File: src/rtl/vic_pkg.sv
// vic_pkg: register map, field positions and reset values of the vectored interrupt config block
// assumes one 100 MHz clock domain and a plain strobe register port
package vic_pkg;
  localparam int unsigned VIC_AW = 8;
  // register offsets (byte addresses)
  localparam logic [7:0] VIC_OFF_CONTROL = 8'h00;
  localparam logic [7:0] VIC_OFF_FLAG0 = 8'h10;
  localparam logic [7:0] VIC_OFF_ENABLE0 = 8'h20;
  localparam logic [7:0] VIC_OFF_PRIO0 = 8'h40;
  // event words sit above the 24 priority words (0x40..0x9f)
  localparam logic [7:0] VIC_OFF_EVT_STATUS = 8'ha0;
  localparam logic [7:0] VIC_OFF_EVT_CLEAR = 8'ha4;
  localparam logic [7:0] VIC_OFF_EVT_ENABLE = 8'ha8;
  localparam logic [7:0] VIC_OFF_VSTATUS = 8'hac;
  // control field positions
  localparam int unsigned VIC_SPACING_LSB = 16;
  localparam int unsigned VIC_SPACING_W = 7;
  localparam int unsigned VIC_MODE_BIT = 12;
  localparam int unsigned VIC_PROX_LSB = 8;
  localparam int unsigned VIC_PROX_W = 3;
  localparam int unsigned VIC_EP_W = 5;
  localparam logic [31:0] VIC_CONTROL_MASK = 32'h007f_171f;
  localparam logic [31:0] VIC_CONTROL_RST = 32'h0000_0000;
  // priority lane layout
  localparam int unsigned VIC_PRI_LSB = 2;
  localparam int unsigned VIC_SUB_LSB = 0;
  localparam logic [31:0] VIC_PRIO_MASK = 32'h1f1f_1f1f;
  // vector map
  localparam int unsigned VIC_NUM_VEC = 96;
  localparam int unsigned VIC_CAPCMP_FIRST = 74;
  localparam int unsigned VIC_CAPCMP_LAST = 87;
  localparam int unsigned VIC_SPACING_UNIT = 8;
  // persistent sources: vectors 56..61 and 65..73
  localparam logic [95:0] VIC_PERSIST = 96'h0000_03fe_3f00_0000_0000_0000;
  // event bits
  localparam int unsigned VIC_EVT_W = 2;
  localparam int unsigned VIC_EVT_EXT = 0;
  localparam int unsigned VIC_EVT_REQ = 1;
endpackage

File: src/rtl/vic_top.sv
// vic_top: flag/enable/priority registers, control register, edge detect and request output
// assumes a strobe register port on mclk and asynchronous peripheral and external pins
//
// Added by the designer: the address-and-strobe port and the register addresses.
`timescale 1ns/10ps
`default_nettype none
// Summary of operation
// - capture/compare unit k uses even vector 72+2k for events, odd next for timer
// - serial sources hold requests while asserted; capture/compare and reserved do not
// - spacing field one-hot: zero gives 0 bytes, bit k gives 8 shl k bytes
// - spacing is ignored while multi-vector mode is off
// - control holds spacing 22:16, mode 12, threshold 10:8, polarity 4:0, reset zero
// - control bits 31:23, 15:13, 11, 7:5 read zero and ignore writes
// - mode one gives multi-vectored operation, zero a single shared vector
// - threshold zero disables proximity timer, p lets priority p or lower start it
// - polarity bit one picks rising edge, zero falling edge, per external input
module vic_top
  import vic_pkg::*;
#(
  parameter int unsigned NUM_VEC = vic_pkg::VIC_NUM_VEC
) (
  // clock and reset
  input wire logic mclk,
  input wire logic reset_n,
  // register port
  input wire logic [vic_pkg::VIC_AW-1:0] reg_addr,
  input wire logic [31:0] reg_wdata,
  input wire logic reg_wr,
  input wire logic reg_rd,
  output logic [31:0] reg_rdata,
  // sources
  input wire logic [NUM_VEC-1:0] src_req,
  input wire logic [vic_pkg::VIC_EP_W-1:0] ext_irq_pin,
  // core side
  output logic core_req,
  output logic [6:0] core_vector,
  output logic [2:0] core_priority,
  output logic [1:0] core_subpriority,
  output logic [9:0] core_vec_offset,
  output logic multi_vector_mode,
  output logic prox_timer_start,
  output logic irq
);
  import vic_pkg::*;

  localparam int unsigned NREG = (NUM_VEC + 31) / 32;
  localparam int unsigned NPRI = NUM_VEC / 4;
  localparam int unsigned EXT_BASE = 3;

  ////////////////////////////////////////////////////////////////////////
  logic [31:0] ctrl_q;
  logic [NUM_VEC-1:0] flag_q;
  logic [NUM_VEC-1:0] enable_q;
  logic [7:0] lane_q [NUM_VEC];
  logic [VIC_EVT_W-1:0] evt_stat_q;
  logic [VIC_EVT_W-1:0] evt_en_q;
  logic [VIC_EP_W-1:0] ext_s1_q, ext_s2_q, ext_s3_q, ext_lvl_q;
  logic [NUM_VEC-1:0] src_s1_q, src_s2_q, src_s3_q;
  logic core_req_q;

  logic [VIC_SPACING_W-1:0] vector_spacing;
  logic [VIC_PROX_W-1:0] proximity_threshold;
  logic [VIC_EP_W-1:0] ext_edge_sel;
  assign vector_spacing = ctrl_q[VIC_SPACING_LSB +: VIC_SPACING_W];
  assign multi_vector_mode = ctrl_q[VIC_MODE_BIT];
  assign proximity_threshold = ctrl_q[VIC_PROX_LSB +: VIC_PROX_W];
  assign ext_edge_sel = ctrl_q[VIC_EP_W-1:0];

  ////////////////////////////////////////////////////////////////////////
  // control register
  always_ff @(posedge mclk) begin
    if (!reset_n) begin
      ctrl_q <= VIC_CONTROL_RST;
    end else if (reg_wr && reg_addr == VIC_OFF_CONTROL) begin
      ctrl_q <= reg_wdata & VIC_CONTROL_MASK;
    end
  end

  ////////////////////////////////////////////////////////////////////////
  // input synchronisers: a change counts once stages two and three agree
  always_ff @(posedge mclk) begin
    if (!reset_n) begin
      ext_s1_q <= '0;
      ext_s2_q <= '0;
      ext_s3_q <= '0;
      ext_lvl_q <= '0;
      src_s1_q <= '0;
      src_s2_q <= '0;
      src_s3_q <= '0;
    end else begin
      ext_s1_q <= ext_irq_pin;
      ext_s2_q <= ext_s1_q;
      ext_s3_q <= ext_s2_q;
      for (int i = 0; i < VIC_EP_W; i++) begin
        if (ext_s2_q[i] == ext_s3_q[i]) begin
          ext_lvl_q[i] <= ext_s3_q[i];
        end
      end
      src_s1_q <= src_req;
      src_s2_q <= src_s1_q;
      src_s3_q <= src_s2_q;
    end
  end

  logic [VIC_EP_W-1:0] ext_edge;
  logic [VIC_EP_W-1:0] ext_new;
  always_comb begin
    for (int i = 0; i < VIC_EP_W; i++) begin
      ext_new[i] = (ext_s2_q[i] == ext_s3_q[i]) ? ext_s3_q[i] : ext_lvl_q[i];
      // rising when polarity set, falling when clear
      ext_edge[i] = ext_edge_sel[i] ? (ext_new[i] & ~ext_lvl_q[i])
                                    : (~ext_new[i] & ext_lvl_q[i]);
    end
  end

  ////////////////////////////////////////////////////////////////////////
  // flag and enable bits, one generate entry per vector
  // stable level one cycle back, for one-shot sources
  logic [NUM_VEC-1:0] src_s3_q_d;

  genvar gv;
  generate
    for (gv = 0; gv < NUM_VEC; gv++) begin : g_vec
      localparam int unsigned RIDX = gv / 32;
      localparam int unsigned BIT = gv % 32;
      localparam logic [7:0] FADDR = 8'(VIC_OFF_FLAG0 + 4 * RIDX);
      localparam logic [7:0] EADDR = 8'(VIC_OFF_ENABLE0 + 4 * RIDX);
      localparam logic [7:0] PADDR = 8'(VIC_OFF_PRIO0 + 4 * (gv / 4));
      logic stable;
      logic hit;
      assign stable = src_s2_q[gv] & src_s3_q[gv];
      if (gv >= EXT_BASE && gv < EXT_BASE + VIC_EP_W) begin : g_ext
        assign hit = ext_edge[gv - EXT_BASE];
      end else if (VIC_PERSIST[gv]) begin : g_per
        assign hit = stable;
      end else begin : g_pulse
        assign hit = stable & ~src_s3_q_d[gv];
      end
      always_ff @(posedge mclk) begin
        if (!reset_n) begin
          flag_q[gv] <= 1'b0;
        end else if (hit) begin
          flag_q[gv] <= 1'b1; // set wins over a clearing write
        end else if (reg_wr && reg_addr == FADDR) begin
          flag_q[gv] <= reg_wdata[BIT];
        end
      end
      always_ff @(posedge mclk) begin
        if (!reset_n) begin
          enable_q[gv] <= 1'b0;
        end else if (reg_wr && reg_addr == EADDR) begin
          enable_q[gv] <= reg_wdata[BIT];
        end
      end
      always_ff @(posedge mclk) begin
        if (!reset_n) begin
          lane_q[gv] <= 8'h00;
        end else if (reg_wr && reg_addr == PADDR) begin
          lane_q[gv] <= reg_wdata[8*(gv%4) +: 8] & VIC_PRIO_MASK[7:0];
        end
      end
    end
  endgenerate

  always_ff @(posedge mclk) begin
    if (!reset_n) begin
      src_s3_q_d <= '0;
    end else begin
      src_s3_q_d <= src_s2_q & src_s3_q;
    end
  end

  ////////////////////////////////////////////////////////////////////////
  // request selection: lowest vector with highest priority among pending ones
  logic [NUM_VEC-1:0] pending;
  assign pending = flag_q & enable_q;
  logic found;
  logic [6:0] win_vec;
  logic [4:0] win_key;
  always_comb begin
    found = 1'b0;
    win_vec = '0;
    win_key = '0;
    for (int i = 0; i < NUM_VEC; i++) begin
      if (pending[i] && (!found || lane_q[i][4:0] > win_key)) begin
        found = 1'b1;
        win_vec = 7'(i);
        win_key = lane_q[i][4:0];
      end
    end
  end

  // byte offset of the vector from the base
  logic [9:0] spacing_bytes;
  always_comb begin
    spacing_bytes = '0;
    for (int k = 0; k < VIC_SPACING_W; k++) begin
      if (vector_spacing[k]) begin
        spacing_bytes = 10'(VIC_SPACING_UNIT << k);
      end
    end
  end

  always_ff @(posedge mclk) begin
    if (!reset_n) begin
      core_req_q <= 1'b0;
      core_vector <= '0;
      core_priority <= '0;
      core_subpriority <= '0;
      core_vec_offset <= '0;
      prox_timer_start <= 1'b0;
    end else begin
      core_req_q <= found;
      core_priority <= win_key[4:2];
      core_subpriority <= win_key[1:0];
      if (multi_vector_mode) begin
        core_vector <= win_vec;
        core_vec_offset <= 10'(win_vec * spacing_bytes);
      end else begin
        core_vector <= '0;
        core_vec_offset <= '0;
      end
      prox_timer_start <= found && (proximity_threshold != '0)
                          && (win_key[4:2] <= proximity_threshold);
    end
  end
  assign core_req = core_req_q;

  ////////////////////////////////////////////////////////////////////////
  // event status, clear and enable
  logic [VIC_EVT_W-1:0] evt_set;
  assign evt_set[VIC_EVT_EXT] = |ext_edge;
  assign evt_set[VIC_EVT_REQ] = found & ~core_req_q;
  always_ff @(posedge mclk) begin
    if (!reset_n) begin
      evt_stat_q <= '0;
    end else begin
      for (int i = 0; i < VIC_EVT_W; i++) begin
        if (evt_set[i]) begin
          evt_stat_q[i] <= 1'b1;
        end else if (reg_wr && reg_addr == VIC_OFF_EVT_CLEAR && reg_wdata[i]) begin
          evt_stat_q[i] <= 1'b0;
        end
      end
    end
  end
  always_ff @(posedge mclk) begin
    if (!reset_n) begin
      evt_en_q <= '0;
    end else if (reg_wr && reg_addr == VIC_OFF_EVT_ENABLE) begin
      evt_en_q <= reg_wdata[VIC_EVT_W-1:0];
    end
  end
  assign irq = |(evt_stat_q & evt_en_q);

  ////////////////////////////////////////////////////////////////////////
  // read port, data in the cycle after the strobe
  logic [31:0] rd_d;
  always_comb begin
    rd_d = '0;
    if (reg_addr == VIC_OFF_CONTROL) begin
      rd_d = ctrl_q;
    end else if (reg_addr == VIC_OFF_EVT_STATUS) begin
      rd_d[VIC_EVT_W-1:0] = evt_stat_q;
    end else if (reg_addr == VIC_OFF_EVT_ENABLE) begin
      rd_d[VIC_EVT_W-1:0] = evt_en_q;
    end else if (reg_addr == VIC_OFF_VSTATUS) begin
      rd_d = {15'h0000, core_req_q, core_vector, core_priority, core_subpriority, 4'h0};
    end
    for (int i = 0; i < NUM_VEC; i++) begin
      if (reg_addr == 8'(VIC_OFF_FLAG0 + 4 * (i / 32))) begin
        rd_d[i % 32] = flag_q[i];
      end
      if (reg_addr == 8'(VIC_OFF_ENABLE0 + 4 * (i / 32))) begin
        rd_d[i % 32] = enable_q[i];
      end
      if (reg_addr == 8'(VIC_OFF_PRIO0 + 4 * (i / 4))) begin
        rd_d[8*(i%4) +: 8] = lane_q[i];
      end
    end
  end
  always_ff @(posedge mclk) begin
    if (!reset_n) begin
      reg_rdata <= '0;
    end else if (reg_rd) begin
      reg_rdata <= rd_d;
    end else begin
      reg_rdata <= '0;
    end
  end
endmodule // vic_top
`default_nettype wire

File: config.mk
export PLATFORM = sky130hd
export DESIGN_NAME = vic_top
export DESIGN_NICKNAME = d
export VERILOG_FILES = /design/src/rtl/vic_pkg.sv /design/src/rtl/vic_top.sv
export SDC_FILE = /design/constraint.sdc
export NUM_CORES = 2
export LEC_CHECK = 0
export BUFFER_PORTS_ARGS = -buffer_cell sky130_fd_sc_hd__buf_2
export CAP_MARGIN = 10
export CORE_MARGIN = 4
export CORE_UTILIZATION = 40
export DETAILED_ROUTE_END_ITERATION = 10
export PLACE_DENSITY = 0.59
export SLEW_MARGIN = 30
export SYNTH_ARGS = -nofsm -noshare
export SYNTH_HDL_FRONTEND = slang
export SYNTH_SLANG_ARGS = --single-unit
File: constraint.sdc
create_clock -name mclk -period 324.2 [get_ports mclk]
set_input_delay 32.42 -clock mclk [delete_from_list [all_inputs] [get_ports mclk]]
set_output_delay 32.42 -clock mclk [all_outputs]
set_load 0.005 [all_outputs]
* Word level (Yosys, flattened, before mapping)
Memories as Yosys holds them, arrays and structs flattened.
Cells that the tools add are included.
** Word-level totals
- Memories :: 1
- Bits in read-only memories :: 0
- Input port bits :: 145
- Bits in registers :: 672
- Bits in writable memories :: 480
- Output and inout port bits :: 58
- Bits in latches :: 0
** Memory list
- lane_q :: depth 96, width 5, rd ports 96, clocked after Yosys merged registers in 0, wr ports 96, RTL line vic_top.sv:54 : logic [7:0] lane_q [NUM_VEC];
** Operators by class
- Multiplexer cells :: 966
- Shift-type cells :: 0
- Add/sub/neg operators :: 0
- Div/mod/pow operators :: 0
- Bitwise operators :: 364
- Magnitude comparators :: 96
- Eq/ne operators :: 39
- Multiply operators :: 1
- Reductions and logical operators :: 426
** Operators by type and width (number)
- 5-bit 2-to-1 mux :: 192
- 8-bit 2-to-1 mux :: 96
- 7-bit 2-to-1 mux :: 94
- 1-bit 2-to-1 mux :: 568
- 5-bit greater-than comparator :: 95
- 2-bit nonzero test :: 98
- 96-bit bitwise AND :: 2
- 1-bit bitwise AND :: 178
- 1-bit logical AND :: 132
- 8-bit by 7-bit == test with 1-bit output, second input constant :: 16
- 32-bit 2-to-1 mux :: 4
- 8-bit == test, second input constant :: 12
- 1-bit OR :: 96
- 1-bit zero test :: 95
- 1-bit logical OR :: 95
- 1-bit inverter :: 87
- 10-bit 2-to-1 mux :: 6
- 30-bit 2-to-1 mux :: 2
- 8-bit by 5-bit == test with 1-bit output, second input constant :: 3
- 8-bit by 6-bit == test with 1-bit output, second input constant :: 3
- 17-bit 2-to-1 mux :: 1
- 7-bit by 10-bit multiplier with 10-bit output :: 1
- 8-bit zero test :: 1
- 1-bit == test :: 5
- 8 further kinds :: 10

* Depth between registers and ports, before layout
- Word-level depth :: 384
- Mapped depth :: 1029
- Depth with buffers taken out :: 997

* Least setup slack after synthesis
OpenSTA, ideal clock, no wires.
- Kind :: register -> register
- Start point :: register flag_q[0]
- End point :: register core_vec_offset[9]
- Setup time :: 0.123 ns
- Setup slack :: 149.044 ns
- Path buffers :: 31
- Data arrival time :: 175.032 ns
- Data required time :: 324.077 ns
- Cell stages (with the launch flop) :: 936
- Cells stage by stage :: dfxtp_1 and2_1 clkbuf_1 nand2_1 ha_1 a211oi_1 o22ai_1 o31ai_4 mux2_4 ha_1 a21o_1 a21oi_1 a32oi_1 o21bai_1 clkbuf_1 nor2_1 a21oi_1 inv_1 (+900 left out) or2_2 clkbuf_1 clkinv_1 a311oi_1 nand2b_1 fa_1 inv_1 ha_1 inv_1 fa_1 fa_1 inv_1 ha_1 a21oi_1 xnor2_1 xnor2_1 xnor2_1 mux2_1
** Between the ends
- Cells in the longest elaborated chain, start to end :: 383
** Ends and longest elaborated chain
- start: declaration :: RTL line vic_top.sv:52 : logic [NUM_VEC-1:0] flag_q;
- start signal: indexed assignment :: RTL line vic_top.sv:145 : flag_q[gv] <= reg_wdata[BIT];
- 96-bit bitwise AND * :: RTL line vic_top.sv:176 : assign pending = flag_q & enable_q;
- 5-bit 2-to-1 mux or 1-bit 2-to-1 mux (tied branches) :: RTL line vic_top.sv:185 : if (pending[i] && (!found || lane_q[i][4:0] > win_key)) begin
- 5-bit greater-than comparator or 1-bit zero test (tied branches) :: RTL line vic_top.sv:185
- 1-bit logical OR :: RTL line vic_top.sv:185
- 1-bit logical AND :: RTL line vic_top.sv:185
- 5-bit 2-to-1 mux or 1-bit 2-to-1 mux (tied branches) :: RTL line vic_top.sv:185
- 5-bit greater-than comparator or 1-bit zero test (tied branches) :: RTL line vic_top.sv:185
- 1-bit logical OR :: RTL line vic_top.sv:185
- (+367 left out)
- 1-bit logical OR :: RTL line vic_top.sv:185
- 1-bit logical AND :: RTL line vic_top.sv:185
- 5-bit 2-to-1 mux or 1-bit 2-to-1 mux (tied branches) :: RTL line vic_top.sv:185
- 5-bit greater-than comparator or 1-bit zero test (tied branches) :: RTL line vic_top.sv:185
- 1-bit logical OR :: RTL line vic_top.sv:185
- 1-bit logical AND :: RTL line vic_top.sv:185
- 7-bit 2-to-1 mux * :: RTL line vic_top.sv:185
- 7-bit by 10-bit multiplier with 10-bit output * :: RTL line vic_top.sv:218 : core_vec_offset <= 10'(win_vec * spacing_bytes);
- end signal: assignment :: RTL line vic_top.sv:218
- end: declaration :: RTL line vic_top.sv:39 : output logic [9:0] core_vec_offset,
Mark *: on every way between the ends. The rest lies on a longest branch, timed or not.
A chain may end at the register's enable or synchronous reset.

==> run metrics <==
status complete, no violations; routed len/inst 28.9 µm; share of cells above drive strength 1 11.7%; Flop pwr share 45.9%; mux contribution to synthesized area 4.28%; 1st-iter DRT viols 8241; Reg clk slew, reported paths 0.06 ns; PortBufs 194; multi-input combinational cell area 41000 µm²; Layout Nets 8764; fin area 78300 µm²; commonest non-fill, non-tap cell in the layout nand2_1; reg-to-reg slack, setup 117.19 ns; Post-Synth XOR/XNOR Area 0.626%; # setup viols final 0; register bit total from synthesis 1114; max-slew violations 0; # rows 154; post-CTS setup buffer count 0; Total GRT Usage 32.1%; commonest cells after routing, fill and taps aside nand2_1, and2_1, dfxtp_1; Hold Crit Depth 1; CP max-delay cell nor3_1; post-route ant nets 0; CP peak stage delay 0.78 ns; Post-DP Area 74300 µm²; WL final 309000 µm; PnR Total Power 0.000344 W; Slew @ Worst Pin 1.11 ns; DPL Wire Length 233000 µm; DR WL met2 134000 µm; WP data required 324.75 ns; P_sw 0.000101 W; Congestion Overflow GR 0; wl on met1 124000 µm; R2R depth 922; Yosys cell types 179; initial antenna violation count 40; Lkg Pwr 31.1 nW; path type of the worst setup path flop to flop; dominant synthesized flop cell dfxtp_1; Comb power frac 14.4%; CTS tree yes; Period minus WS final 207.01 ns; part of the Yosys area used for sequential elements 38.0%; drc violations 0; Reg2Reg Capture Point core_vec_offset[9]; Post-synth EDFFs 480; critical path startpoint category flop; Synth Area in Compound Gates 20.5%; fin crit share 63.9%; clk sinks 1114; Stages on worst setup path 896; CP most frequent cell ha_1; Max Freq 0.00483 GHz; synthesized cell area 71300 µm²; ys async rst share 0%; num ports 203; syn_area_per_cell 8.72 µm²; WP buf/inv 46; fillers 17400; R2R Path Start flag_q[0]; Synth Area in Simple Gates 24.3%; WL met3 28400 µm; CP endpoint kind flop; Die X 430 µm; htree depth 3; CP Max Fanout 13; RSZ-0062 raised after global routing no; die area 185000 µm²; Clk network pwr share 39.7%; vias in the first global route 61200; CTS buffer count 114; Seq. cell area 27100 µm²; Detailed Routing Iterations Pass 1 9; max-cap violation count 0; top layer in use met5; post-cts resize count 0; Power per Cell Area 4.39 nW/µm²; largest family of logic cells by synthesized area simple AND/OR/NAND/NOR gates; Via Count 65700; clk_lat worst skew 0.79 ns; Critical Path Sink core_vec_offset[9]; clock skew 0.0746 ns; Slew headroom 25.7%; Layout area overhead 9.86%; clock buffer depth 3; Hold Path Class flop to flop; Sw Ratio 29.2%; global-route wire length before repair 436000 µm; Finished Core Util 44.3%; Synth warnings 0; Internal 0.000244 W; CP Launch Point flag_q[0]; Crit path max-delay family compound AO/OA/AOI/OAI gates; largest net degree at the start of global routing 156; setup_tns 0 ns; hold_buf cts 0; Syn Inst Count 8173; die height 430 µm; clk root buf clkbuf_16; Initial Util 40.4%; Worst Path Arrival 207.56 ns; routability cong. 0.993; worst vdd ir 0.00000524 V; Vias/cell 6.15; CORE AREA 177000 µm²; Hold Fails Final Rpt 0; adder-cell share of the synthesized area 7.52%
==> area by class of cell <==
cell class,instances,share of cell area (%)
diodes,23,0.0735
flip-flops and latches,1114,34.6
inverters,419,2.01
clock buffers,143,4.01
well taps,2340,3.74
multi-input cells,6261,52.3
clock inverters,72,0.907
repair buffers,300,2.31
==> registers in the layout, summed over array words and instances (netlist names) <==
signal / flops
core_priority: 3
core_req: 1
core_subpriority: 2
core_vec_offset: 7
core_vector: 7
ctrl_q: 16
enable_q: 96
evt_en_q: 2
evt_stat_q: 2
ext_lvl_q: 5
ext_s1_q: 5
ext_s2_q: 5
ext_s3_q: 5
flag_q: 96
lane_q: 480
prox_timer_start: 1
reg_rdata: 32
src_s1_q: 91
src_s2_q: 91
src_s3_q: 91
src_s3_q_d: 76
==> metal layers <==
metal / vias to the layer above / GRT usage, %
met1: 31800 / 41.9
met5: - / 0
li1: 29700 / -
met4: 8 / 19.7
met2: 3449 / 49.8
met3: 750 / 5.19
==> worst min path at each step <==
stage               slack, ns      startpoint              to
floorplan                0.40    src_s3_q[15]  src_s3_q_d[15]
global placement         0.41  src_s3_q_d[30]      flag_q[30]
detailed placement       0.42  src_s3_q_d[63]      flag_q[63]
CTS                      0.42    src_s1_q[95]    src_s2_q[95]
global route             0.43  src_s3_q_d[55]      flag_q[55]
finish                   0.42  src_s3_q_d[55]      flag_q[55]
==> worst register-to-register path, delay by kind of cell (launching register included) <==
| family | cells | cell delay [ns] |
|---|---|---|
| AND/OR/NAND/NOR | 253 | 45.47 |
| multiplexers | 66 | 21.99 |
| flip-flops | 1 | 0.56 |
| adder cells (fa/ha/maj) | 113 | 34.97 |
| XOR/XNOR | 3 | 0.51 |
| AO/OA/AOI/OAI | 440 | 98.21 |
| buffers and inverters | 47 | 5.01 |
==> per-stage QoR <==
stage          hold slack [ns]  setup slack [ns]  instances
2_1_floorplan            0.404            149.04       8175
3_3_place_gp             0.411            121.09      10400
3_5_place_dp             0.417            119.54      10400
4_1_cts                  0.416            118.74      10600
5_1_grt                  0.434            101.80      10700
6_report                 0.420            117.19      10700
==> cell usage after synthesis (all sizes together) (28+ instances only) <==
| library cell | instances | area (µm²) |
|---|---|---|
| a21o | 97 | 759 |
| a21oi | 473 | 2430 |
| and2 | 862 | 5420 |
| inv | 417 | 1570 |
| nand2b | 37 | 231 |
| buf | 60 | 450 |
| o211a | 28 | 280 |
| xnor2 | 41 | 359 |
| nand3 | 187 | 936 |
| nand4 | 84 | 547 |
| nand2 | 1108 | 4160 |
| edfxtp | 480 | 14400 |
| or3 | 41 | 278 |
| o21ai | 432 | 2200 |
| a22oi | 98 | 746 |
| a221oi | 87 | 792 |
| a22o | 45 | 397 |
| dfxtp | 634 | 12700 |
| o22ai | 72 | 463 |
| nor3 | 122 | 636 |
| a21boi | 46 | 368 |
| o21a | 71 | 542 |
| nor2 | 551 | 2080 |
| o31ai | 30 | 263 |
| a211oi | 54 | 475 |
| or2 | 53 | 339 |
| clkbuf | 315 | 1310 |
| o211ai | 46 | 380 |
| and3 | 116 | 742 |
| ha | 402 | 5030 |
| mux2i | 151 | 1540 |
| nor2b | 56 | 350 |
| nand3b | 46 | 345 |
| mux2 | 132 | 1510 |
| a31oi | 164 | 1050 |
==> power groups by stage <==
stage	clock network (W)	registers [W]	logic [W]
global placement	0	0.000161	0.0000476
CTS	0.000138	0.000158	0.0000485
floorplan	0	0.000156	0.0000344
detailed placement	0	0.000161	0.0000482
finish	0.000137	0.000158	0.0000495
global route	0.000143	0.000158	0.0000540
==> cells by family (layout without fill, tap and decap cells) <==
logic type	after synthesis	in the layout
buffers and inverters	800	934
XOR/XNOR	51	51
AND/OR/NAND/NOR	3406	3406
other	1	26
adder cells (fa/ha/maj)	428	428
AO/OA/AOI/OAI	2090	2090
flip-flops	1114	1114
multiplexers	283	283
Power figures use the tool's default switching activity.
